--- src/hdl/qen_pkg.sv ---
// Purpose: shared constants for the quadrature encoder block
// Assumes: 32-bit AHB-Lite word per register, index times four is the byte address
// Notes: mode codes, field positions, reset values and divider lookups
package qen_pkg;
  localparam logic [11:0] QEN_IDX_CTL = 12'h122;
  localparam logic [11:0] QEN_IDX_FLT = 12'h124;
  localparam logic [11:0] QEN_IDX_POS = 12'h126;
  localparam logic [11:0] QEN_IDX_MAX = 12'h128;
  localparam logic [11:0] QEN_IDX_IRQ = 12'h12A;
  localparam logic [31:0] QEN_ADDR_CTL = {18'h00000, QEN_IDX_CTL, 2'h0};
  localparam logic [31:0] QEN_ADDR_FLT = {18'h00000, QEN_IDX_FLT, 2'h0};
  localparam logic [31:0] QEN_ADDR_POS = {18'h00000, QEN_IDX_POS, 2'h0};
  localparam logic [31:0] QEN_ADDR_MAX = {18'h00000, QEN_IDX_MAX, 2'h0};
  localparam logic [31:0] QEN_ADDR_IRQ = {18'h00000, QEN_IDX_IRQ, 2'h0};
  localparam int QEN_CTL_SIDL = 13;
  localparam int QEN_CTL_INDEX_PIN_STATE = 12;
  localparam int QEN_CTL_DIR = 11;
  localparam int QEN_CTL_MODE = 8;
  localparam int QEN_CTL_SWAP = 7;
  localparam int QEN_CTL_DOE = 6;
  localparam int QEN_CTL_GATE = 5;
  localparam int QEN_CTL_PS = 3;
  localparam int QEN_CTL_SYNC = 2;
  localparam int QEN_CTL_CS = 1;
  localparam int QEN_CTL_DSRC = 0;
  localparam int QEN_FLT_PEN = 7;
  localparam int QEN_FLT_PDIV = 4;
  localparam int QEN_FLT_IEN = 3;
  localparam int QEN_FLT_IDIV = 0;
  localparam int QEN_IRQ_FLAG = 0;
  localparam int QEN_IRQ_EN = 1;
  localparam logic [15:0] QEN_CTL_RST = 16'h0000;
  localparam logic [15:0] QEN_FLT_RST = 16'h0000;
  localparam logic [15:0] QEN_POS_RST = 16'h0000;
  localparam logic [15:0] QEN_MAX_RST = 16'hFFFF;
  localparam logic [2:0] QEN_MODE_OFF = 3'h0;
  localparam logic [2:0] QEN_MODE_TMR = 3'h1;
  localparam logic [2:0] QEN_MODE_X2_IDX = 3'h4;
  localparam logic [2:0] QEN_MODE_X2_MAX = 3'h5;
  localparam logic [2:0] QEN_MODE_X4_IDX = 3'h6;
  localparam logic [2:0] QEN_MODE_X4_MAX = 3'h7;
  localparam logic [15:0] QEN_CNT_TOP = 16'hFFFF;
  localparam logic [15:0] QEN_CNT_ZERO = 16'h0000;
  localparam logic [1:0] QEN_HRESP_OKAY = 2'h0;

  typedef enum logic {QEN_BUS_IDLE, QEN_BUS_RD} qen_bus_t;

  // terminal counts: divide by 1,2,4,16,32,64,128,256
  function automatic logic [7:0] qen_div_tc(input logic [2:0] s);
    case (s)
      3'h0: qen_div_tc = 8'h00;
      3'h1: qen_div_tc = 8'h01;
      3'h2: qen_div_tc = 8'h03;
      3'h3: qen_div_tc = 8'h0F;
      3'h4: qen_div_tc = 8'h1F;
      3'h5: qen_div_tc = 8'h3F;
      3'h6: qen_div_tc = 8'h7F;
      default: qen_div_tc = 8'hFF;
    endcase
  endfunction

  // terminal counts: prescale 1,8,64,256
  function automatic logic [7:0] qen_ps_tc(input logic [1:0] s);
    case (s)
      2'h0: qen_ps_tc = 8'h00;
      2'h1: qen_ps_tc = 8'h07;
      2'h2: qen_ps_tc = 8'h3F;
      default: qen_ps_tc = 8'hFF;
    endcase
  endfunction
endpackage

--- src/hdl/qen_filt_if.sv ---
// Purpose: carries one noise filter channel between top and filter
// Assumes: raw input is already synchronised
// Notes: src side drives settings, flt side returns the filtered level
`timescale 1ns/10ps
interface qen_filt_if;
  logic raw;
  logic [2:0] div_sel;
  logic en;
  logic filt;
  modport src (output raw, output div_sel, output en, input filt);
  modport flt (input raw, input div_sel, input en, output filt);
endinterface

--- src/hdl/qen_filter.sv ---
// Purpose: three-sample digital noise filter with clock divider
// Assumes: raw input synchronised to clock
// Notes: bypassed (one flop of delay) while disabled
`timescale 1ns/10ps
module qen_filter import qen_pkg::*; (
  input wire logic clock,
  input wire logic rst_n,
  qen_filt_if.flt port
);
  logic [7:0] div_q;
  logic [2:0] smp_q;
  logic out_q;
  logic tick;

  assign tick = (div_q == qen_div_tc(port.div_sel));
  assign port.filt = out_q;

  always_ff @(posedge clock or negedge rst_n) begin
    if (!rst_n) begin
      div_q <= 8'h00;
    end else if (tick) begin
      div_q <= 8'h00;
    end else begin
      div_q <= div_q + 8'h01;
    end
  end

  always_ff @(posedge clock or negedge rst_n) begin
    if (!rst_n) begin
      smp_q <= 3'h0;
    end else if (tick) begin
      smp_q <= {smp_q[1:0], port.raw};
    end
  end

  always_ff @(posedge clock or negedge rst_n) begin
    if (!rst_n) begin
      out_q <= 1'b0;
    end else if (!port.en) begin
      out_q <= port.raw;
    end else if (smp_q[2] == smp_q[1] && smp_q[1] == smp_q[0]) begin
      out_q <= smp_q[0];
    end
  end

  a_filter_stable: assert property (@(posedge clock) disable iff (!rst_n)
    (port.en && $past(port.en) && out_q != $past(out_q)) |->
    ($past(smp_q) == {3{out_q}}))
    else $error("filter output moved without three equal samples");
endmodule

--- src/hdl/qen_top.sv ---
// Purpose: quadrature encoder interface with 16-bit position counter and timer
// Assumes: AHB-Lite slave, single word transfers, one clock
// Notes: pins pass two flops; reads take one wait state, writes none
// Summary of operation
// - flag sets on counter rollover or underflow and on timer period match.
// - flag stays set until software clears it.
// - end of gated time accumulation also raises the flag.
// - interrupt request passes only while enable bit is set.
// - stop-in-idle bit freezes the block while the processor idles.
// - read-only index bit shows the present index pin level.
// - direction bit reads one for up; writable only in timer mode.
// - mode 111 is x4 with match reset, 110 is x4 with index reset.
// - mode 101 is x2 with match reset, 100 is x2 with index reset.
// - mode 001 runs the timer, 000 and unused codes disable the block.
// - swap bit exchanges phase A and phase B before decoding.
// - direction output enable drives count direction onto the pin.
// - gate bit enables gated time accumulation in the timer.
// - timer prescale divides by 1, 8, 64 or 256.
// - clock source bit picks external pin rising edge or internal clock.
// - sync bit resynchronises external clock; ignored with internal clock.
// - in timer mode direction comes from phase B pin or direction bit.
// - phase filter enable routes A and B through noise filters.
// - filter divide field selects 1,2,4,16,32,64,128 or 256.
// - index filter has its own enable and same divide choices.
// - position counter is read/write and is the timer count.
// - maximum count is match value in match modes, period in timer mode.
// - count up when A leads B, down when A lags.
// - x4 steps on edges of both phases, x2 on phase A only.
// - filter output changes after three stable filter clock samples.
//
// Chosen here: the AHB-Lite slave port.
`timescale 1ns/10ps
module qen_top import qen_pkg::*; (
  input wire logic clock,
  input wire logic nrst,
  input wire logic hsel,
  input wire logic [31:0] haddr,
  input wire logic [1:0] htrans,
  input wire logic hwrite,
  input wire logic [2:0] hsize,
  input wire logic [31:0] hwdata,
  input wire logic hready,
  output logic [31:0] hrdata,
  output logic hreadyout,
  output logic [1:0] hresp,
  input wire logic phase_a_input,
  input wire logic phase_b_input,
  input wire logic index_input,
  input wire logic timer_ext_clock_pin,
  input wire logic timer_gate_input,
  input wire logic cpu_idle,
  output logic dir_out,
  output logic dir_oe,
  output logic encoder_irq
);
  logic rst_s1_q, rst_n_q;
  logic [4:0] pin_s1_q, pin_s2_q;
  logic sidl_q, swap_q, doe_q, gate_en_q, sync_q, cs_q, dsrc_q;
  logic [2:0] mode_q;
  logic [1:0] ps_sel_q;
  logic pen_q, ien_q;
  logic [2:0] pdiv_q, idiv_q;
  logic [15:0] pos_q, max_q;
  logic dir_q, flag_q, irq_en_q, idx_st_q;
  logic qa_q, qb_q, idx_prev_q, tck_prev_q, tck_rise_q, gate_prev_q;
  logic [7:0] ps_q;
  qen_bus_t st_q;
  logic wr_q;
  logic [4:0] sel_q;
  logic [31:0] rdata_w;
  logic [4:0] sel_w;
  logic addr_ok, wr_ctl, wr_flt, wr_pos, wr_max, wr_irq;
  logic fa, fb, fi, qa, qb, a_edge, b_edge, up_w;
  logic enc_mode, x4, match, tmr_mode, halt, enc_step, idx_rst;
  logic tck_rise, src_tick, gate_ok, ps_tick, tmr_up, tmr_tick, gate_evt;
  logic enc_evt, tmr_evt, evt;

  always_ff @(posedge clock or negedge nrst) begin
    if (!nrst) begin
      rst_s1_q <= 1'b0;
      rst_n_q <= 1'b0;
    end else begin
      rst_s1_q <= 1'b1;
      rst_n_q <= rst_s1_q;
    end
  end

  // pins cross in through two flops
  always_ff @(posedge clock or negedge rst_n_q) begin
    if (!rst_n_q) begin
      pin_s1_q <= 5'h00;
      pin_s2_q <= 5'h00;
    end else begin
      pin_s1_q <= {timer_gate_input, timer_ext_clock_pin, index_input, phase_b_input,
                   phase_a_input};
      pin_s2_q <= pin_s1_q;
    end
  end

  qen_filt_if fa_if();
  qen_filt_if fb_if();
  qen_filt_if fi_if();
  assign fa_if.raw = pin_s2_q[0];
  assign fa_if.div_sel = pdiv_q;
  assign fa_if.en = pen_q;
  assign fb_if.raw = pin_s2_q[1];
  assign fb_if.div_sel = pdiv_q;
  assign fb_if.en = pen_q;
  assign fi_if.raw = pin_s2_q[2];
  assign fi_if.div_sel = idiv_q;
  assign fi_if.en = ien_q;
  qen_filter u_fa (.clock(clock), .rst_n(rst_n_q), .port(fa_if.flt));
  qen_filter u_fb (.clock(clock), .rst_n(rst_n_q), .port(fb_if.flt));
  qen_filter u_fi (.clock(clock), .rst_n(rst_n_q), .port(fi_if.flt));
  assign fa = fa_if.filt;
  assign fb = fb_if.filt;
  assign fi = fi_if.filt;

  assign qa = swap_q ? fb : fa;
  assign qb = swap_q ? fa : fb;
  assign a_edge = qa ^ qa_q;
  assign b_edge = qb ^ qb_q;
  assign up_w = qa ^ qb_q;
  // mode decode; 010 and 011 fall out as disabled
  assign enc_mode = mode_q[2];
  assign x4 = mode_q[1];
  assign match = mode_q[0];
  assign tmr_mode = (mode_q == QEN_MODE_TMR);
  assign halt = cpu_idle & sidl_q;
  // x4 both phases, x2 phase a only
  assign enc_step = enc_mode & ~halt & (x4 ? (a_edge | b_edge) : a_edge);
  assign idx_rst = enc_mode & ~match & ~halt & fi & ~idx_prev_q;

  assign tck_rise = pin_s2_q[3] & ~tck_prev_q;
  assign src_tick = cs_q ? (sync_q ? tck_rise_q : tck_rise) : 1'b1;
  // gate holds the count while low
  assign gate_ok = ~gate_en_q | pin_s2_q[4];
  assign ps_tick = tmr_mode & ~halt & src_tick & gate_ok & (ps_q == qen_ps_tc(ps_sel_q));
  assign tmr_tick = ps_tick;
  assign tmr_up = dsrc_q ? pin_s2_q[1] : dir_q;
  // gate falling edge ends an accumulation
  assign gate_evt = tmr_mode & gate_en_q & ~halt & gate_prev_q & ~pin_s2_q[4];

  assign enc_evt = enc_step & ~idx_rst &
                   (up_w ? (pos_q == QEN_CNT_TOP || (match && pos_q == max_q))
                         : (pos_q == QEN_CNT_ZERO));
  assign tmr_evt = tmr_tick & (tmr_up ? (pos_q == max_q) : (pos_q == QEN_CNT_ZERO));
  assign evt = enc_evt | tmr_evt | gate_evt;

  always_ff @(posedge clock or negedge rst_n_q) begin
    if (!rst_n_q) begin
      qa_q <= 1'b0;
      qb_q <= 1'b0;
      idx_prev_q <= 1'b0;
      tck_prev_q <= 1'b0;
      tck_rise_q <= 1'b0;
      gate_prev_q <= 1'b0;
      idx_st_q <= 1'b0;
    end else begin
      qa_q <= qa;
      qb_q <= qb;
      idx_prev_q <= fi;
      tck_prev_q <= pin_s2_q[3];
      tck_rise_q <= tck_rise;
      gate_prev_q <= pin_s2_q[4];
      idx_st_q <= pin_s2_q[2];
    end
  end

  always_ff @(posedge clock or negedge rst_n_q) begin
    if (!rst_n_q) begin
      ps_q <= 8'h00;
    end else if (!tmr_mode || wr_pos) begin
      ps_q <= 8'h00;
    end else if (tmr_mode && !halt && src_tick && gate_ok) begin
      ps_q <= ps_tick ? 8'h00 : ps_q + 8'h01;
    end
  end

  always_ff @(posedge clock or negedge rst_n_q) begin
    if (!rst_n_q) begin
      pos_q <= QEN_POS_RST;
    end else if (wr_pos) begin
      pos_q <= hwdata[15:0];
    end else if (idx_rst) begin
      pos_q <= QEN_CNT_ZERO;
    end else if (enc_step) begin
      if (up_w) begin
        pos_q <= (match && pos_q == max_q) ? QEN_CNT_ZERO : pos_q + 16'h0001;
      end else begin
        pos_q <= (match && pos_q == QEN_CNT_ZERO) ? max_q : pos_q - 16'h0001;
      end
    end else if (tmr_tick) begin
      if (tmr_up) begin
        pos_q <= (pos_q == max_q) ? QEN_CNT_ZERO : pos_q + 16'h0001;
      end else begin
        pos_q <= (pos_q == QEN_CNT_ZERO) ? max_q : pos_q - 16'h0001;
      end
    end
  end

  // direction status, software owns it only in timer mode
  always_ff @(posedge clock or negedge rst_n_q) begin
    if (!rst_n_q) begin
      dir_q <= QEN_CTL_RST[QEN_CTL_DIR];
    end else if (wr_ctl && hwdata[QEN_CTL_MODE +: 3] == QEN_MODE_TMR) begin
      dir_q <= hwdata[QEN_CTL_DIR];
    end else if (enc_step) begin
      dir_q <= up_w;
    end
  end

  always_ff @(posedge clock or negedge rst_n_q) begin
    if (!rst_n_q) begin
      sidl_q <= QEN_CTL_RST[QEN_CTL_SIDL];
      mode_q <= QEN_CTL_RST[QEN_CTL_MODE +: 3];
      swap_q <= QEN_CTL_RST[QEN_CTL_SWAP];
      doe_q <= QEN_CTL_RST[QEN_CTL_DOE];
      gate_en_q <= QEN_CTL_RST[QEN_CTL_GATE];
      ps_sel_q <= QEN_CTL_RST[QEN_CTL_PS +: 2];
      sync_q <= QEN_CTL_RST[QEN_CTL_SYNC];
      cs_q <= QEN_CTL_RST[QEN_CTL_CS];
      dsrc_q <= QEN_CTL_RST[QEN_CTL_DSRC];
    end else if (wr_ctl) begin
      sidl_q <= hwdata[QEN_CTL_SIDL];
      mode_q <= hwdata[QEN_CTL_MODE +: 3];
      swap_q <= hwdata[QEN_CTL_SWAP];
      doe_q <= hwdata[QEN_CTL_DOE];
      gate_en_q <= hwdata[QEN_CTL_GATE];
      ps_sel_q <= hwdata[QEN_CTL_PS +: 2];
      sync_q <= hwdata[QEN_CTL_SYNC];
      cs_q <= hwdata[QEN_CTL_CS];
      dsrc_q <= hwdata[QEN_CTL_DSRC];
    end
  end

  always_ff @(posedge clock or negedge rst_n_q) begin
    if (!rst_n_q) begin
      pen_q <= QEN_FLT_RST[QEN_FLT_PEN];
      pdiv_q <= QEN_FLT_RST[QEN_FLT_PDIV +: 3];
      ien_q <= QEN_FLT_RST[QEN_FLT_IEN];
      idiv_q <= QEN_FLT_RST[QEN_FLT_IDIV +: 3];
    end else if (wr_flt) begin
      pen_q <= hwdata[QEN_FLT_PEN];
      pdiv_q <= hwdata[QEN_FLT_PDIV +: 3];
      ien_q <= hwdata[QEN_FLT_IEN];
      idiv_q <= hwdata[QEN_FLT_IDIV +: 3];
    end
  end

  always_ff @(posedge clock or negedge rst_n_q) begin
    if (!rst_n_q) begin
      max_q <= QEN_MAX_RST;
    end else if (wr_max) begin
      max_q <= hwdata[15:0];
    end
  end

  // sticky flag; a same-cycle event beats the clear
  always_ff @(posedge clock or negedge rst_n_q) begin
    if (!rst_n_q) begin
      flag_q <= 1'b0;
    end else if (evt) begin
      flag_q <= 1'b1;
    end else if (wr_irq && hwdata[QEN_IRQ_FLAG]) begin
      flag_q <= 1'b0;
    end
  end

  always_ff @(posedge clock or negedge rst_n_q) begin
    if (!rst_n_q) begin
      irq_en_q <= 1'b0;
    end else if (wr_irq) begin
      irq_en_q <= hwdata[QEN_IRQ_EN];
    end
  end

  always_ff @(posedge clock or negedge rst_n_q) begin
    if (!rst_n_q) begin
      encoder_irq <= 1'b0;
      dir_oe <= 1'b0;
      dir_out <= 1'b0;
    end else begin
      encoder_irq <= flag_q & irq_en_q;
      dir_oe <= doe_q;
      dir_out <= dir_q;
    end
  end

  assign addr_ok = hsel & hready & htrans[1];
  assign sel_w = {haddr == QEN_ADDR_IRQ, haddr == QEN_ADDR_MAX, haddr == QEN_ADDR_POS,
                  haddr == QEN_ADDR_FLT, haddr == QEN_ADDR_CTL};
  assign wr_ctl = wr_q & sel_q[0];
  assign wr_flt = wr_q & sel_q[1];
  assign wr_pos = wr_q & sel_q[2];
  assign wr_max = wr_q & sel_q[3];
  assign wr_irq = wr_q & sel_q[4];

  always_comb begin
    rdata_w = 32'h00000000;
    case (1'b1)
      sel_q[0]: begin
        rdata_w[QEN_CTL_SIDL] = sidl_q;
        rdata_w[QEN_CTL_INDEX_PIN_STATE] = idx_st_q;
        rdata_w[QEN_CTL_DIR] = dir_q;
        rdata_w[QEN_CTL_MODE +: 3] = mode_q;
        rdata_w[QEN_CTL_SWAP] = swap_q;
        rdata_w[QEN_CTL_DOE] = doe_q;
        rdata_w[QEN_CTL_GATE] = gate_en_q;
        rdata_w[QEN_CTL_PS +: 2] = ps_sel_q;
        rdata_w[QEN_CTL_SYNC] = sync_q;
        rdata_w[QEN_CTL_CS] = cs_q;
        rdata_w[QEN_CTL_DSRC] = dsrc_q;
      end
      sel_q[1]: begin
        rdata_w[QEN_FLT_PEN] = pen_q;
        rdata_w[QEN_FLT_PDIV +: 3] = pdiv_q;
        rdata_w[QEN_FLT_IEN] = ien_q;
        rdata_w[QEN_FLT_IDIV +: 3] = idiv_q;
      end
      sel_q[2]: rdata_w[15:0] = pos_q;
      sel_q[3]: rdata_w[15:0] = max_q;
      sel_q[4]: begin
        rdata_w[QEN_IRQ_FLAG] = flag_q;
        rdata_w[QEN_IRQ_EN] = irq_en_q;
      end
      default: rdata_w = 32'h00000000;
    endcase
  end

  // read waits one cycle so a write just ahead of it is already stored
  always_ff @(posedge clock or negedge rst_n_q) begin
    if (!rst_n_q) begin
      st_q <= QEN_BUS_IDLE;
      wr_q <= 1'b0;
      sel_q <= 5'h00;
      hreadyout <= 1'b1;
      hrdata <= 32'h00000000;
      hresp <= QEN_HRESP_OKAY;
    end else begin
      hresp <= QEN_HRESP_OKAY;
      case (st_q)
        QEN_BUS_IDLE: begin
          wr_q <= addr_ok & hwrite;
          if (addr_ok) begin
            sel_q <= sel_w;
          end
          if (addr_ok && !hwrite) begin
            st_q <= QEN_BUS_RD;
            hreadyout <= 1'b0;
          end
        end
        QEN_BUS_RD: begin
          wr_q <= 1'b0;
          hrdata <= rdata_w;
          hreadyout <= 1'b1;
          st_q <= QEN_BUS_IDLE;
        end
        default: begin
          st_q <= QEN_BUS_IDLE;
          hreadyout <= 1'b1;
        end
      endcase
    end
  end

  a_flag_sticky: assert property (@(posedge clock) disable iff (!rst_n_q)
    (flag_q && !(wr_irq && hwdata[QEN_IRQ_FLAG])) |=> flag_q)
    else $error("flag dropped without software clear");
  a_irq_gate: assert property (@(posedge clock) disable iff (!rst_n_q)
    encoder_irq |-> $past(flag_q) && $past(irq_en_q))
    else $error("request raised while disabled");
  a_roll_flag: assert property (@(posedge clock) disable iff (!rst_n_q)
    (enc_step && up_w && pos_q == QEN_CNT_TOP && !wr_pos && !idx_rst) |=>
    flag_q ##1 encoder_irq == $past(irq_en_q))
    else $error("rollover did not set flag");
  a_idle_halt: assert property (@(posedge clock) disable iff (!rst_n_q)
    (halt && !wr_pos) |=> $stable(pos_q))
    else $error("counter moved while halted in idle");
  a_mode_off: assert property (@(posedge clock) disable iff (!rst_n_q)
    (mode_q[2:1] == 2'h1 && !wr_pos) |=> $stable(pos_q))
    else $error("unused mode changed counter");
  a_max_wrap: assert property (@(posedge clock) disable iff (!rst_n_q)
    (enc_step && match && up_w && pos_q == max_q && !wr_pos) |=> pos_q == QEN_CNT_ZERO)
    else $error("match mode did not reset counter");
  a_x2_phase: assert property (@(posedge clock) disable iff (!rst_n_q)
    (enc_mode && !x4 && !a_edge && !wr_pos && !idx_rst) |=> $stable(pos_q))
    else $error("x2 mode counted without phase a edge");
  a_dir_pin: assert property (@(posedge clock) disable iff (!rst_n_q)
    $rose(doe_q) |=> dir_oe ##0 dir_out == $past(dir_q))
    else $error("direction pin not driven");
  a_read_wait: assert property (@(posedge clock) disable iff (!rst_n_q)
    (st_q == QEN_BUS_IDLE && addr_ok && !hwrite) |=> !hreadyout ##1 hreadyout)
    else $error("read wait state wrong");
  c_rollover: cover property (@(posedge clock) disable iff (!rst_n_q) enc_evt);
  c_timer_match: cover property (@(posedge clock) disable iff (!rst_n_q) tmr_evt);
  c_gate_end: cover property (@(posedge clock) disable iff (!rst_n_q) gate_evt);
  c_index_reset: cover property (@(posedge clock) disable iff (!rst_n_q) idx_rst);
endmodule

--- config.mk ---
export PLATFORM = sky130hd
export DESIGN_NAME = qen_top
export DESIGN_NICKNAME = d
export VERILOG_FILES = /design/src/hdl/qen_pkg.sv /design/src/hdl/qen_filt_if.sv /design/src/hdl/qen_filter.sv /design/src/hdl/qen_top.sv
export SDC_FILE = /design/constraint.sdc
export NUM_CORES = 1
export LEC_CHECK = 0
export BUFFER_PORTS_ARGS = -buffer_cell sky130_fd_sc_hd__clkbuf_2
export CAP_MARGIN = 20
export CELL_PAD_IN_SITES_DETAIL_PLACEMENT = 1
export CELL_PAD_IN_SITES_GLOBAL_PLACEMENT = 2
export CORE_AREA = 2 2 154 156
export DETAILED_ROUTE_END_ITERATION = 7
export DIE_AREA = 0 0 156 158
export PLACE_DENSITY_LB_ADDON = 0.1
export RECOVER_POWER = 25
export SLEW_MARGIN = 10
export SYNTH_ARGS = -nofsm -noshare
export SYNTH_HDL_FRONTEND = slang
export SYNTH_HIERARCHICAL = 1
export SYNTH_SLANG_ARGS = --single-unit
--- constraint.sdc ---
create_clock -name clock -period 7.1 [get_ports clock]
set_input_delay 0 -clock clock [delete_from_list [all_inputs] [get_ports clock]]
set_output_delay 0 -clock clock [all_outputs]
set_load 0.1 [all_outputs]
==> metrics.cfg <==
[global_routing]
grt_antenna_before_repair = 0
grt_overflow = 0
track_usage_pct = 23.37
grt_start_max_net_pins = 62
grt_pass1_vias = 7596
grt_first_pass_wirelength_um = 43930

[yosys]
yosys-top-cells-area = dfrtp_1, mux2_2, dfstp_2
synth_xor_area_share_pct = 6.560
yosysTopAreaCell = dfrtp_1
ys_seq_area_share_pct = 41.42
ys_seq_elements = 145
synth_fa_ha_area_share_pct = 0.8519
yosys.area_share.simple_pct = 20.59
syn_inst = 941
synth_top_family_by_area = simple AND/OR/NAND/NOR gates
async_flop_share_pct = 100.0
synth_top_area_share_pct = 36.35
synth_cell_types = 84
synth_ff_type = dfrtp_1
avgSynthCellArea_um2 = 9.365
synthMuxAreaShare_pct = 8.320
yosys_warnings = 6
synth_compound_area_share_pct = 16.63
synth_area_um2 = 8812
synth-edff-count = 0

[die]
die_w_um = 156
initial_utilization_pct = 38.23
ios = 118
fp.coreArea_um2 = 23050
row_count = 56
die_area_um2 = 24650
dieHeight_um = 158

[sta]
rsz0062_at_grt = false
finalSetupTns_ns = 0
min_period_over_period_pct = 54.10
hold_violations = 0
fmax_mhz = 260.3
whs_ns = 0.04799
worst_slew_pin_slew_ns = 2.665
setup_violations = 0
clock_skew_ns = 0.009166
finalMaxSlewViolations = 62
period_needed_ns = 3.841
relSlewSlack_pct = -77.63
layout_setup_ws_ns = 3.259

[cells_and_area]
layout_common_cells = dfrtp_1, nor2_1, nand2_1
final_cell_area_um2 = 10300
antenna_cells = 0
stdcell_count = 1330
syn_to_final_growth_pct = 16.85
drive_gt1_share_pct = 21.63
register_area_um2 = 3650
nets = 1113
final_util_pct = 44.67
fillCellCount = 2655
layout_commonest_cell = dfrtp_1
multi_input_area_um2 = 4741

[critical_path]
critical_path_required_ns = 7.43
startpoint = pos_q[0]$_DFFE_PN0P_
rr_startpoint = pos_q[0]$_DFFE_PN0P_
crit_type = flop to flop
worstPathArrival_ns = 4.17
cp_max_fo = 18
cp-end-kind = flop
start_kind = flop

[placement]
dpl.hpwl_um = 19500
finalWeightedCongestion = 0.8282
dpl.cell_count = 1261
dpl-instance-area_um2 = 9306
io_buffer_count = 79
place_ws_ns = 3.307

[drt]
drtIter0Drc = 338
num_vias = 7475
firstDrtPassIters = 4
routedWlPerCell_um = 20.87
vias_per_cell = 5.620
drc = 0
finalWirelength_um = 27750
ant_nets = 0

[power_and_ir_drop]
power.density_nw_per_um2 = 313.3
power.ir.vdd_worst_mv = 0.1338
p_total_mw = 3.226
p_leak_nw = 4.200

[cts]
clk_latency_ns = 0.43
cts_max_level = 4
cts_setup_buffers = 0
cts_buffers = 17
cts_resized = 0
cts_tree = done
cts-hold-fix-buffers = 36
clkSinkCount = 145
clkTransAtPathRegs_ns = 0.07
clk_path_buf_depth = 2
clockRootBuffer = clkbuf_16

[hold_path]
hold_start = haddr[18]
min_path_type = input port to flop

[job]
max-cap-violations = 1

[outcome]
failed_checks = capacitance limit, slew limit
outcome = complete, but fails checks

[registers in the layout (all words and copies together), names as in the netlist, 5 cells and up]
name,flops
hrdata,16
max_q,16
pos_q,16
ps_q,8
u_fa/div_q,8
u_fb/div_q,8
u_fi/div_q,8
pin_s1_q,5
pin_s2_q,5
sel_q,5
[worst paths after layout]
kind / end / slack, ns / cells after the start
min: sel_q[0]$_DFFE_PN0P_ / 0.05 / 4
max in group asynchronous: pos_q[6]$_DFFE_PN0P_ / 4.13 / 1
max: pos_q[5]$_DFFE_PN0P_ / 3.26 / 8
min reg2reg: pin_s2_q[4]$_DFF_PN0_ / 0.35 / 0
min in group asynchronous: rst_s1_q$_DFF_PN0_ / 0.43 / 3
max reg2reg: pos_q[5]$_DFFE_PN0P_ / 3.26 / 8
[layer usage]
metal	wire, um	vias to the layer above	GRT usage, %	share of wire, %
met3	823	20	4.489	3.0
met1	12730	3819	30.30	46
met5	0	-	0	0
met2	13810	97	40.50	50
li1	-	3539	-	-
met4	386	0	5.417	1.4
[cell type report]
type,count,share of cell area [%]
tap,290,3.524
sequential,145,35.44
timing repair buffer,126,8.335
clock buffer,18,4.265
multi-input combinational,716,46.04
inverter,21,0.7655
clock inverter,14,1.628
[power breakdown]
part / switching (mW) / internal, mW / total, mW
Sequential: 0.299 / 0.978 / 1.28
Combinational: 0.591 / 0.415 / 1.01
Clock: 0.402 / 0.541 / 0.943
[cells in the mapped netlist (6+ instances only)]
cell type / count
buf_2: 13
nor2_1: 89
nor3_1: 12
o31ai_1: 7
dfstp_2: 17
mux2_2: 58
mux2i_1: 8
a31oi_1: 7
a21oi_1: 69
dfrtp_1: 128
nand3b_1: 6
and3_1: 8
a211oi_1: 10
o21ai_0: 46
buf_4: 21
o22ai_1: 9
a22oi_1: 13
nor2b_1: 11
nand2_1: 85
nor4_1: 13
or2b_1: 6
nand3_1: 20
nand4b_1: 7
and2_1: 6
nand4_1: 29
inv_1: 20
xor2_1: 22
xnor2_1: 44
o21bai_1: 7
ha_1: 6
clkbuf_1: 36
[critical path: stages (launching register included)]
cell and delay, ns:
dfrtp_1 0.53, inv_1 0.26, ha_1 0.32, nor3b_2 0.59
nand4_1 0.83, a31o_2 0.52, a2111oi_0 0.40, nor2_1 0.08
o31ai_1 0.21
[kinds of logic after synthesis]
group / count (synthesis)
and+or+nand+nor: 335
AOI/OAI and AO/OA: 224
muxes: 66
DFF: 145
other: 2
buffers and inverters: 97
xor gates and xnor gates: 66
adders and majority gates: 6
Note: power is estimated with default switching activity, not from simulation.
